### src/rtl/lp_sys_defs.svh
`ifndef LP_SYS_DEFS_SVH
`define LP_SYS_DEFS_SVH
// APB register byte offsets
`define OFF_FAST_STARTUP_MODE 12'h000
`define OFF_WAKE_ENABLE       12'h004
`define OFF_STATUS            12'h008
`define OFF_RESET_CTRL        12'h00C
`define OFF_ERASE_CTRL        12'h010
// Fields of the fast startup mode register
`define BIT_LOW_POWER_SELECT  0
`define BIT_FAST_RC_OSC_EN    1
// Fields of the reset control register
`define BIT_RESET_REQUEST     0
// Fields of the erase control register
`define BIT_ERASE_AS_GPIO     0
`define BIT_GPIO_OUT_VALUE    1
// Reset values
`define RST_FAST_STARTUP_MODE 2'h2
`define RST_WAKE_ENABLE       16'h0000
// Timing
`define CLK_PERIOD_NS         25
`define WAIT_STARTUP_US       10
`define WAKE_STARTUP_CYC      ((`WAIT_STARTUP_US * 1000) / `CLK_PERIOD_NS - 2)
`define RESET_PULSE_MIN_US    10
`define RESET_PULSE_CYC       ((`RESET_PULSE_MIN_US * 1000 + `CLK_PERIOD_NS - 1) / `CLK_PERIOD_NS)
`define SLOW_CLK_HZ           32768
`define ERASE_IGNORE_MS       100
`define ERASE_ACCEPT_MS       220
`define ERASE_THRESH_MS       160
`define ERASE_THRESH_TICKS    ((`ERASE_THRESH_MS * `SLOW_CLK_HZ) / 1000)
`endif

### src/rtl/lp_sys_pkg.sv
`default_nettype none
package lp_sys_pkg;
  typedef enum logic [2:0] {
    ST_RUN       = 3'b000,
    ST_SLEEP     = 3'b100,
    ST_WAIT_SYNC = 3'b001,
    ST_WAIT      = 3'b011,
    ST_WAKE      = 3'b010
  } power_state_t;
endpackage
`default_nettype wire

### src/rtl/erase_debounce.sv
`timescale 1ns/100ps
`default_nettype none
`include "lp_sys_defs.svh"
module erase_debounce #(
  parameter int THRESH_TICKS = `ERASE_THRESH_TICKS
) (
  input  wire logic mclk,        // System clock
  input  wire logic rst,         // Synchronous reset
  input  wire logic slow_tick,   // One pulse per slow clock period
  input  wire logic level_hi,    // Qualified pin level
  output logic      erase_pulse  // Erase request, one cycle
);
  localparam int CW = $clog2(THRESH_TICKS + 1);
  if (THRESH_TICKS < 1) begin : g_bad_thresh
    $error("erase_debounce: threshold too small");
  end
  logic [CW-1:0] cnt_r;
  logic [CW-1:0] cnt_nxt;
  logic          done_r;
  logic          done_nxt;
  logic          pulse_r;
  logic          pulse_nxt;
  always_comb begin
    cnt_nxt   = cnt_r;
    done_nxt  = done_r;
    pulse_nxt = 1'b0;
    if (!level_hi) begin
      cnt_nxt  = '0;
      done_nxt = 1'b0;
    end else if (slow_tick && !done_r) begin
      if (cnt_r == CW'(THRESH_TICKS - 1)) begin
        done_nxt  = 1'b1;
        pulse_nxt = 1'b1;
      end else begin
        cnt_nxt = cnt_r + CW'(1);
      end
    end
  end
  always_ff @(posedge mclk) begin
    if (rst) begin
      cnt_r   <= '0;
      done_r  <= 1'b0;
      pulse_r <= 1'b0;
    end else begin
      cnt_r   <= cnt_nxt;
      done_r  <= done_nxt;
      pulse_r <= pulse_nxt;
    end
  end
  assign erase_pulse = pulse_r;
endmodule // erase_debounce
`default_nettype wire

### src/rtl/low_power_and_system_pin_control.sv
// Contract
// Wait-for-event with low power select set enters wait mode.
// Wait mode gates core, peripheral and memory clocks; power stays on.
// Wake from wait mode completes in under 10 microseconds.
// Wake lines 0..15 wake from wait only when enabled as fast startup.
// Clock alarms and USB wake also end wait-for-event.
// Software selects fast RC clock, sets select bit, then waits for event.
// Software should poll fast RC enable clear before continuing.
// Sleep mode stops only the core clock.
// Either wait instruction with select bit clear enters sleep.
// Sleep by interrupt-wait wakes on interrupt; by event-wait on event.
// Backup wake re-enables core then SRAM supply, skipping ones already on.
// Reset pin is bidirectional; driven low internally or pulled externally.
// Reset pin resets core and peripherals, not the backup region.
// Any external pulse length accepted; driven pulse has a minimum length.
// After reset the reset pin is an input, driven only on reset.
// Accepted erase returns flash contents to all ones.
// Erase pin debounced by slow clock; short highs ignored, long erase.
// Erase pin not GPIO at startup; GPIO output low never erases.
// Board holds erase pin low at startup when reused as GPIO.
// Test pin high selects test mode; low selects normal operation.
// One fixed debounce threshold; counter restarts when pin falls early.
`timescale 1ns/100ps
`default_nettype none
`include "lp_sys_defs.svh"
module low_power_and_system_pin_control #(
  parameter int WAKE_CYC   = `WAKE_STARTUP_CYC,
  parameter int PULSE_CYC  = `RESET_PULSE_CYC,
  parameter int ERASE_TICK = `ERASE_THRESH_TICKS
) (
  input  wire logic        mclk,                     // 40 MHz clock
  input  wire logic        rst,                      // Synchronous reset
  input  wire logic        psel,                     // APB select
  input  wire logic        penable,                  // APB enable
  input  wire logic        pwrite,                   // APB write
  input  wire logic [11:0] paddr,                    // APB address
  input  wire logic [31:0] pwdata,                   // APB write data
  output logic      [31:0] prdata,                   // APB read data
  output logic             pready,                   // APB ready
  output logic             pslverr,                  // APB error
  input  wire logic        wait_for_event_instr,     // Core executes event wait
  input  wire logic        wait_for_interrupt_instr, // Core executes interrupt wait
  input  wire logic        irq_pending,              // Core interrupt pending
  input  wire logic [15:0] wake_lines,               // External wake lines
  input  wire logic        rtc_alarm,                // Real-time clock alarm
  input  wire logic        real_time_timer_alarm,    // Timer alarm
  input  wire logic        usb_wake,                 // USB wake-up event
  output logic             core_clk_en,              // Core clock gate
  output logic             periph_clk_en,            // Peripheral clock gate
  output logic             mem_clk_en,               // Memory clock gate
  output logic             core_wake_event,          // Event to the core
  input  wire logic        backup_wake,              // Wake in backup mode
  input  wire logic        core_supply_on,           // Core supply status
  input  wire logic        sram_supply_on,           // SRAM supply status
  output logic             core_supply_en_req,       // Enable core supply
  output logic             sram_supply_en_req,       // Enable SRAM supply
  input  wire logic        reset_pin_n_in,           // Reset pin level
  output logic             reset_pin_n_out,          // Reset pin drive value
  output logic             reset_pin_n_oe,           // Reset pin drive enable
  output logic             sys_reset,                // Core and peripheral reset
  input  wire logic        slow_tick,                // Slow clock tick
  input  wire logic        erase_pin_in,             // Erase pin level
  output logic             erase_pin_out,            // Erase pin GPIO value
  output logic             erase_pin_oe,             // Erase pin GPIO enable
  output logic             flash_erase_req,          // Flash erase to all ones
  input  wire logic        test_mode_pin,            // Test pin level
  output logic             test_mode_sel             // Test mode selected
);
  // Wake must end inside the startup limit; the driven pulse must last eight cycles at least
  if (WAKE_CYC < 1 || WAKE_CYC > 398 || PULSE_CYC < 8 || PULSE_CYC > 65535) begin : g_bad_timing
    $error("low_power_and_system_pin_control: bad timing parameter");
  end

  lp_sys_pkg::power_state_t st_r, st_nxt;
  logic [15:0] cnt_r, cnt_nxt;
  logic        by_wfi_r, by_wfi_nxt;
  logic        lps_r, lps_nxt;
  logic        frc_r, frc_nxt;
  logic [15:0] wake_en_r, wake_en_nxt;
  logic [15:0] rcnt_r, rcnt_nxt;
  logic        gpio_r, gpio_nxt;
  logic        gval_r, gval_nxt;
  logic [31:0] rd_r, rd_nxt;
  logic        core_sup_r, core_sup_nxt;
  logic        sram_sup_r, sram_sup_nxt;
  logic        erase_pulse;
  logic        wr;
  logic        event_wake;
  logic        pin_low;

  function automatic logic hit(input logic [11:0] a, input logic [11:0] off);
    hit = (a == off);
  endfunction

  assign wr = psel && penable && pwrite;
  assign event_wake = (|(wake_lines & wake_en_r)) || rtc_alarm || real_time_timer_alarm || usb_wake;
  assign pin_low = !reset_pin_n_in && !reset_pin_n_oe;

  // Power state machine
  always_comb begin
    st_nxt     = st_r;
    cnt_nxt    = cnt_r;
    by_wfi_nxt = by_wfi_r;
    case (st_r)
      lp_sys_pkg::ST_RUN: begin
        if (wait_for_event_instr && lps_r) begin
          st_nxt = lp_sys_pkg::ST_WAIT_SYNC;
        end else if ((wait_for_event_instr || wait_for_interrupt_instr) && !lps_r) begin
          st_nxt     = lp_sys_pkg::ST_SLEEP;
          by_wfi_nxt = wait_for_interrupt_instr && !wait_for_event_instr;
        end
      end
      lp_sys_pkg::ST_SLEEP: begin
        if (by_wfi_r ? irq_pending : (event_wake || irq_pending)) begin
          st_nxt = lp_sys_pkg::ST_RUN;
        end
      end
      lp_sys_pkg::ST_WAIT_SYNC: begin
        st_nxt = lp_sys_pkg::ST_WAIT;
      end
      lp_sys_pkg::ST_WAIT: begin
        if (event_wake) begin
          st_nxt  = lp_sys_pkg::ST_WAKE;
          cnt_nxt = '0;
        end
      end
      lp_sys_pkg::ST_WAKE: begin
        if (cnt_r == 16'(WAKE_CYC - 1)) begin
          st_nxt = lp_sys_pkg::ST_RUN;
        end else begin
          cnt_nxt = cnt_r + 16'h0001;
        end
      end
      default: st_nxt = lp_sys_pkg::ST_RUN;
    endcase
  end

  always_ff @(posedge mclk) begin
    if (rst || sys_reset) begin
      st_r     <= lp_sys_pkg::ST_RUN;
      cnt_r    <= 16'h0000;
      by_wfi_r <= 1'b0;
    end else begin
      st_r     <= st_nxt;
      cnt_r    <= cnt_nxt;
      by_wfi_r <= by_wfi_nxt;
    end
  end

  // Clock gates: wait stops everything, sleep only the core
  assign core_clk_en     = (st_r == lp_sys_pkg::ST_RUN);
  assign periph_clk_en   = !(st_r == lp_sys_pkg::ST_WAIT || st_r == lp_sys_pkg::ST_WAKE);
  assign mem_clk_en      = periph_clk_en;
  assign core_wake_event = (st_r == lp_sys_pkg::ST_WAKE) && (st_nxt == lp_sys_pkg::ST_RUN);

  // Backup wake supply sequence: core first, then SRAM
  always_comb begin
    core_sup_nxt = core_sup_r;
    sram_sup_nxt = sram_sup_r;
    if (backup_wake && !core_supply_on) begin
      core_sup_nxt = 1'b1;
    end else if (core_supply_on) begin
      core_sup_nxt = 1'b0;
    end
    if (backup_wake && core_supply_on && !sram_supply_on) begin
      sram_sup_nxt = 1'b1;
    end else if (sram_supply_on) begin
      sram_sup_nxt = 1'b0;
    end
  end

  always_ff @(posedge mclk) begin
    if (rst) begin
      core_sup_r <= 1'b0;
      sram_sup_r <= 1'b0;
    end else begin
      core_sup_r <= core_sup_nxt;
      sram_sup_r <= sram_sup_nxt;
    end
  end
  assign core_supply_en_req = core_sup_r;
  assign sram_supply_en_req = sram_sup_r;

  // Reset pin control and APB registers
  always_comb begin
    lps_nxt     = lps_r;
    frc_nxt     = frc_r;
    wake_en_nxt = wake_en_r;
    gpio_nxt    = gpio_r;
    gval_nxt    = gval_r;
    rcnt_nxt    = rcnt_r;
    rd_nxt      = 32'h0000_0000;
    if (rcnt_r != 16'h0000) begin
      rcnt_nxt = rcnt_r - 16'h0001;
    end
    if (wr && hit(paddr, `OFF_FAST_STARTUP_MODE)) begin
      lps_nxt = pwdata[`BIT_LOW_POWER_SELECT];
      frc_nxt = pwdata[`BIT_FAST_RC_OSC_EN];
    end
    if (st_r == lp_sys_pkg::ST_WAIT_SYNC) begin
      frc_nxt = 1'b0;
    end
    if (wr && hit(paddr, `OFF_WAKE_ENABLE)) begin
      wake_en_nxt = pwdata[15:0];
    end
    if (wr && hit(paddr, `OFF_RESET_CTRL) && pwdata[`BIT_RESET_REQUEST]) begin
      rcnt_nxt = 16'(PULSE_CYC);
    end
    if (wr && hit(paddr, `OFF_ERASE_CTRL)) begin
      gpio_nxt = pwdata[`BIT_ERASE_AS_GPIO];
      gval_nxt = pwdata[`BIT_GPIO_OUT_VALUE];
    end
    if (psel && !pwrite) begin
      if (hit(paddr, `OFF_FAST_STARTUP_MODE)) begin
        rd_nxt = {30'h0, frc_r, lps_r};
      end else if (hit(paddr, `OFF_WAKE_ENABLE)) begin
        rd_nxt = {16'h0, wake_en_r};
      end else if (hit(paddr, `OFF_STATUS)) begin
        rd_nxt = {26'h0, test_mode_sel, rcnt_r != 16'h0000, st_r, core_clk_en};
      end else if (hit(paddr, `OFF_ERASE_CTRL)) begin
        rd_nxt = {30'h0, gval_r, gpio_r};
      end
    end
  end

  always_ff @(posedge mclk) begin
    if (rst) begin
      lps_r     <= 1'(`RST_FAST_STARTUP_MODE >> `BIT_LOW_POWER_SELECT);
      frc_r     <= 1'(`RST_FAST_STARTUP_MODE >> `BIT_FAST_RC_OSC_EN);
      wake_en_r <= `RST_WAKE_ENABLE;
      gpio_r    <= 1'b0;
      gval_r    <= 1'b0;
      rcnt_r    <= 16'h0000;
      rd_r      <= 32'h0000_0000;
    end else begin
      lps_r     <= lps_nxt;
      frc_r     <= frc_nxt;
      wake_en_r <= wake_en_nxt;
      gpio_r    <= gpio_nxt;
      gval_r    <= gval_nxt;
      rcnt_r    <= rcnt_nxt;
      rd_r      <= rd_nxt;
    end
  end

  assign prdata          = rd_r;
  assign pready          = psel && penable;
  assign pslverr         = psel && penable && !(hit(paddr, `OFF_FAST_STARTUP_MODE) || hit(paddr, `OFF_WAKE_ENABLE)
                           || hit(paddr, `OFF_STATUS) || hit(paddr, `OFF_RESET_CTRL) || hit(paddr, `OFF_ERASE_CTRL));
  assign reset_pin_n_oe  = (rcnt_r != 16'h0000);
  assign reset_pin_n_out = 1'b0;
  assign sys_reset       = (rcnt_r != 16'h0000) || pin_low;

  // Erase pin: debounced only when not used as GPIO
  erase_debounce #(.THRESH_TICKS(ERASE_TICK)) u_deb (
    .mclk        (mclk),
    .rst         (rst),
    .slow_tick   (slow_tick),
    .level_hi    (erase_pin_in && !gpio_r),
    .erase_pulse (erase_pulse)
  );
  assign flash_erase_req = erase_pulse;
  assign erase_pin_oe    = gpio_r;
  assign erase_pin_out   = gval_r;
  assign test_mode_sel   = test_mode_pin;

  a_wait_entry: assert property (@(posedge mclk) disable iff (rst)
    (st_r == lp_sys_pkg::ST_RUN && wait_for_event_instr && lps_r && !sys_reset) |=> ##1 (st_r == lp_sys_pkg::ST_WAIT))
    else $error("wait entry missed");
  a_wait_clocks: assert property (@(posedge mclk) disable iff (rst)
    (st_r == lp_sys_pkg::ST_WAIT) |-> (!core_clk_en && !periph_clk_en && !mem_clk_en))
    else $error("clocks run in wait");
  a_wake_time: assert property (@(posedge mclk) disable iff (rst || sys_reset)
    (st_r == lp_sys_pkg::ST_WAIT && event_wake) |=> ##[1:398] core_clk_en)
    else $error("wake too slow");
  a_sleep_periph: assert property (@(posedge mclk) disable iff (rst)
    (st_r == lp_sys_pkg::ST_SLEEP) |-> (!core_clk_en && periph_clk_en))
    else $error("sleep gating wrong");
  a_sleep_entry: assert property (@(posedge mclk) disable iff (rst)
    (st_r == lp_sys_pkg::ST_RUN && wait_for_interrupt_instr && !lps_r && !sys_reset) |=> (st_r == lp_sys_pkg::ST_SLEEP))
    else $error("sleep entry missed");
  a_wfi_hold: assert property (@(posedge mclk) disable iff (rst || sys_reset)
    (st_r == lp_sys_pkg::ST_SLEEP && by_wfi_r && !irq_pending) |=> (st_r == lp_sys_pkg::ST_SLEEP))
    else $error("interrupt sleep left early");
  a_reset_pulse: assert property (@(posedge mclk) disable iff (rst)
    $rose(reset_pin_n_oe) |-> reset_pin_n_oe [*8])
    else $error("reset pulse too short");
  a_gpio_noerase: assert property (@(posedge mclk) disable iff (rst)
    (gpio_r && $past(gpio_r)) |-> !flash_erase_req)
    else $error("erase in gpio mode");
  a_wake_gated: assert property (@(posedge mclk) disable iff (rst || sys_reset)
    (st_r == lp_sys_pkg::ST_WAIT && !event_wake) |=> (st_r == lp_sys_pkg::ST_WAIT))
    else $error("wait left without enabled wake source");
  a_supply_order: assert property (@(posedge mclk) disable iff (rst)
    $rose(sram_supply_en_req) |-> $past(core_supply_on))
    else $error("sram supply before core supply");
  a_erase_level: assert property (@(posedge mclk) disable iff (rst)
    flash_erase_req |-> $past(erase_pin_in))
    else $error("erase without high pin");
  c_wait_cycle: cover property (@(posedge mclk) disable iff (rst) st_r == lp_sys_pkg::ST_WAKE ##1 core_clk_en);
  c_sleep_wfi: cover property (@(posedge mclk) disable iff (rst) st_r == lp_sys_pkg::ST_SLEEP && by_wfi_r);
  c_erase: cover property (@(posedge mclk) disable iff (rst) flash_erase_req);
  c_reset: cover property (@(posedge mclk) disable iff (rst) $rose(reset_pin_n_oe));
endmodule // low_power_and_system_pin_control
`default_nettype wire

### config.mk
export PLATFORM = sky130hd
export DESIGN_NAME = low_power_and_system_pin_control
export DESIGN_NICKNAME = d
export VERILOG_FILES = /design/src/rtl/lp_sys_pkg.sv /design/src/rtl/erase_debounce.sv /design/src/rtl/low_power_and_system_pin_control.sv
export VERILOG_INCLUDE_DIRS = /design/src /design/src/rtl
export SDC_FILE = /design/constraint.sdc
export NUM_CORES = 1
export LEC_CHECK = 0
export BUFFER_PORTS_ARGS = -buffer_cell sky130_fd_sc_hd__clkbuf_2
export CORE_UTILIZATION = 47
export DETAILED_ROUTE_END_ITERATION = 12
export PLACE_DENSITY_LB_ADDON = 0.08
export SETUP_SLACK_MARGIN = 0.15
export SLEW_MARGIN = 20
export SYNTH_ARGS = -nofsm -noshare
export SYNTH_HDL_FRONTEND = slang
export SYNTH_HIERARCHICAL = 1
export SYNTH_SLANG_ARGS = --single-unit
### constraint.sdc
create_clock -name mclk -period 1.8 [get_ports mclk]
set_clock_uncertainty 0.05 [all_clocks]
set_input_delay 0 -clock mclk [delete_from_list [all_inputs] [get_ports mclk]]
set_output_delay 0 -clock mclk [all_outputs]
set_load 0.02 [all_outputs]
-- Word level (Yosys, flattened, before mapping)
Index checks and enable logic that the tools add are counted.
- register bits: 105
- bits of input ports: 78
- output and inout port bits: 47
- word-level logic and storage cells: 124
- add/sub/neg operators: 3
- eq/ne operators: 12
- muxes and demuxes: 23
- bitwise logic cells: 6
- reductions and logical operators: 62
- operators by type and width (operator ; number):
    $mux 16 ; 3
    $pmux 16 s2 ; 1
    $eq 12x4->1 const B ; 2
    $logic_and 1x1->1 ; 19
    $mux 9 ; 2
    $add 16x1->16 const B ; 1
    $and 16x16->16 ; 1
    $eq 16x9->1 const B ; 1
    $reduce_bool 16->1 ; 1
    $reduce_or 16->1 ; 1
    $sub 16x1->16 const B ; 1
    $mux 3 ; 5
    $pmux 3 s5 ; 1
    $add 13x1->13 const B ; 1
    $eq 13x13->1 const B ; 1
    $eq 12x3->1 const B ; 1
    $eq 12x5->1 const B ; 1
    $logic_not 12->1 ; 1
    $logic_or 1x1->1 ; 12
    $logic_not 1->1 ; 11
    $reduce_bool 2->1 ; 5
    $mux 1 ; 8
    $eq 3x2->1 const B ; 2
    $logic_not 3->1 ; 2
    11 further kinds ; 22

-- Depth between registers and ports, before layout
- depth in word-level cells: 11
- gate-level depth with buffers: 8
- depth with buffers taken out: 8

-- Modules after synthesis
The synthesis kept the hierarchy.
- modules (own cells, without submodules) (module ; instances ; cells each ; area an instance (sq um) ; sequential area each (sq um)):
    low_power_and_system_pin_control ; 1 ; 389 ; 3489.6 ; 1481.4
    erase_debounce ; 1 ; 95 ; 817.0 ; 300.3

-- Worst setup path before layout
No wires, ideal clock.
- path kind: register to register
- start: register rcnt_r[6]
- end: register cnt_r[0] (netlist name)
- library setup time: 65 ps
- arrival: 1810 ps
- required time: 1685 ps
- slack: -125 ps
- stages on the path, launching flop included: 8
- buffers on the path: 1
- clock period less this slack: 1925 ps
- cells stage by stage: dfxtp_1 nor4_1 nand4b_1 nor2_4 nand3b_4 a31o_2 buf_2 nor2_1
- RTL lines (what ; line ; source):
    start: declaration ; low_power_and_system_pin_control.sv:80 ; logic [15:0] rcnt_r, rcnt_nxt;
    start signal: assignment ; low_power_and_system_pin_control.sv:241 ; rcnt_r <= rcnt_nxt;

==> results_dict.tcl <==
set metrics [dict create \
    path_class "reg -> reg" \
    fin_cells 766 \
    total_leakage_power_nw 2.348 \
    synth_area_per_cell_sq_um 8.898 \
    area_growth_pct 41.40 \
    powerDensity_nw_per_um2 928.9 \
    place.gp.congestion 0.8281 \
    p_int_mw 3.777 \
    ir_drop_mv 0.5339 \
    status "complete, but fails checks" \
    grt.overflow.total 0 \
    crit_slowest_cell "dfxtp_1" \
    clock-sinks 89 \
    synth_ff_type "dfxtp_1" \
    seqPwrFrac_pct 40.2 \
    antenna_found_initial 0 \
    cts.path.max_buffers 2 \
    fp.dieW_um 97.73 \
    combPwrFrac_pct 35.7 \
    clkLatencyLatePin_ns 0.35 \
    row_count 34 \
    total_power_mw 5.657 \
    hold_class "in -> reg" \
    syn_inst 484 \
    finalSetupViolCount 0 \
    tightest_slew_ns 0.5109 \
    crit_buf_inv 2 \
    dp.cells 708 \
    clkTransAtPathRegs_ns 0.10 \
    cts_buffers 9 \
    slew_violations 0 \
    antenna_cells 0 \
    drc_errors 18 \
    drive_gt1_share_pct 37.54 \
    power.share.switching_pct 33.23 \
    violations "design-rule violations" \
    final_nets 736 \
    route.vias.total 4065 \
    whs_ns 0.03056 \
    avgRoutedWirePerCell_um 14.44 \
    ys_ff_latch 89 \
    synth.distinct_cells 63 \
    period_share_pct 99.50 \
    hpwl_um 7438 \
    max_freq_mhz 558.4 \
    min_period_ns 1.791 \
    cp-start-kind "flop" \
    die_h_um 97.73 \
    drt_iter0_drc 123 \
    cp_top_family "simple AND/OR/NAND/NOR gates" \
    grt_usage_pct 23.00 \
    ios 125 \
    ant_nets 0 \
    pre_cts_ws_ns -0.07945 \
    hold_viol 0 \
    clockPowerShare_pct 24.1 \
    final_common_cell "clkbuf_2" \
    fin_setup_tns_ns 0 \
    critical_path.cell_chain "inv_1 -> ha_1 -> nor4b_4 -> nand4_1 -> nor2_4 -> nor3_4 -> buf_4 -> a311oi_2" \
    drt_wl_total_um 11060 \
    cap_violations 0 \
    post-route-util_pct 69.15 \
    first_pass_iters 8 \
    tritoncts "yes" \
    routed_via_density 5.307 \
    crit_fanout 6 \
    cts.htree.levels 3 \
    async_reset_ff_share_pct 0 \
    mostFrequentLayoutCells "clkbuf_2 (89), dfxtp_1 (71), nor2_1 (58)" \
    netlist_area_sq_um 4307 \
    io_buffer_count 91 \
    switchingPower_mw 1.880 \
    cp.required_ns 2.02 \
    die_area_sq_um 9550 \
    critPathMaxStageDelay_ns 0.32 \
    fp.coreArea_sq_um 8806 \
    root_buffer "clkbuf_8" \
    cp-end-kind "flop" \
    critPathArrivalTime_ns 2.02 \
    synth_edf_count 0 \
    synth_seq_area_share_pct 41.37 \
    dpl-instance-area_sq_um 5172 \
    initial_utilization_pct 48.91 \
    max-slew-margin-rel_pct 65.63 \
    final_cell_area_sq_um 6090 \
    synth_warnings 6 \
    rsz0062_at_grt "true" \
    fin_ws_ns 0.009053 \
    grt_pass1_vias 3864 \
    grt_max_degree 21 \
    grt_first_pass_wirelength_um 17810 \
]
## cell families (layout without fill, tap and decap cells)
group,count (synthesis),count (layout),synth area share (%)
AO/OA/AOI/OAI,67,68,10.58
XOR/XNOR,23,23,4.677
adder cells (fa/ha/maj),5,5,1.453
buffers and inverters,51,208,6.682
flip-flops,89,89,41.37
multiplexers,24,24,5.578
other,1,17,0.08708
AND/OR/NAND/NOR,224,224,29.58
## cell type report
cell class | instances | area [sq um]
timing repair buffer | 178 | 1281
clock buffer | 10 | 137.6
inverter | 14 | 56.30
clock inverter | 6 | 55.05
fill | 736 | 2716
multi-input combinational | 361 | 2620
sequential | 89 | 1804
tap | 108 | 135.1
## worst reg2reg max path, cell delays in order, from the launching register on
cell and delay (ns):
dfxtp_1 0.32, inv_1 0.05, ha_1 0.14, nor4b_4 0.23, nand4_1 0.21, nor2_4 0.25
nor3_4 0.11, buf_4 0.15, a311oi_2 0.22
## power groups by stage
stage                     Combinational (mW)  Sequential, mW  Clock, mW
after floorplan                        0.999            2.27          0
after global placement                  1.55            2.27          0
after detailed placement                1.56            2.27          0
after CTS                               1.79            2.25       1.40
after global routing                    2.21            2.29       1.49
final                                   2.02            2.27       1.37
## final timing paths
path	start	to	slack, ns	cells after the start
worst max register to register	cnt_r[1]$_SDFFE_PP0P_	cnt_r[11]$_SDFFE_PP0P_	0.009	8
worst min register to register	wake_en_r[2]$_SDFFE_PP0P_	prdata[2]$_SDFF_PP0_	0.44	1
worst min-delay path	irq_pending	st_r[2]$_SDFF_PP0_	0.03	4
worst max-delay path	cnt_r[1]$_SDFFE_PP0P_	cnt_r[11]$_SDFFE_PP0P_	0.009	8
## synth_stat cells (3+ instances only)
cell | n | area share (%)
nor4_4 | 3 | 1.5
nor3_1 | 23 | 2.7
a211oi_1 | 4 | 0.70
nand3b_1 | 4 | 0.70
or3_1 | 5 | 0.73
clkbuf_1 | 10 | 0.87
or4_1 | 5 | 0.87
o21ai_0 | 8 | 0.93
nor4_1 | 13 | 1.9
and3_1 | 3 | 0.44
a22o_1 | 4 | 0.81
xor2_1 | 4 | 0.81
nand2_1 | 30 | 2.6
nand3_1 | 12 | 1.4
a22oi_1 | 8 | 1.4
nor2b_1 | 5 | 0.73
inv_1 | 13 | 1.1
buf_2 | 6 | 0.70
and2_1 | 12 | 1.7
nand4_1 | 12 | 1.7
nor2_1 | 64 | 5.6
nand2b_1 | 11 | 1.6
mux2i_1 | 24 | 5.6
o31ai_1 | 3 | 0.52
nor4b_1 | 3 | 0.61
dfxtp_1 | 89 | 41
buf_4 | 19 | 3.3
ha_1 | 5 | 1.5
xnor2_1 | 19 | 3.9
o41ai_1 | 3 | 0.61
a21oi_1 | 20 | 2.3
## layer usage
layer / vias to the layer above / part of all wire [%] / wire (um) / GRT usage, %
met5: - / 0 / 0 / 0
met4: 0 / 1.3 / 140 / 8.858
met3: 12 / 4.1 / 450 / 2.878
met2: 104 / 49 / 5402 / 39.28
met1: 1907 / 46 / 5069 / 29.62
li1: 2042 / - / - / -
## state kept, by name (all words and copies together), names as in the netlist
name                flops
by_wfi_r                1
cnt_r                  16
core_supply_en_req      1
erase_pin_oe            1
erase_pin_out           1
frc_r                   1
lps_r                   1
prdata                 16
rcnt_r                 16
sram_supply_en_req      1
st_r                    3
u_deb/cnt_r            13
u_deb/done_r            1
u_deb/erase_pulse       1
wake_en_r              16
## timing repair
item,4_1_cts,5_1_grt
setup endpoints to repair,35,48
setup buffers,3,11
hold buffers,26,0
gates cloned,1,1
resized for setup,30,45
endpoints found under the hold margin,34,0
pin swaps,10,12
Note: power is estimated with default switching activity, not from simulation.
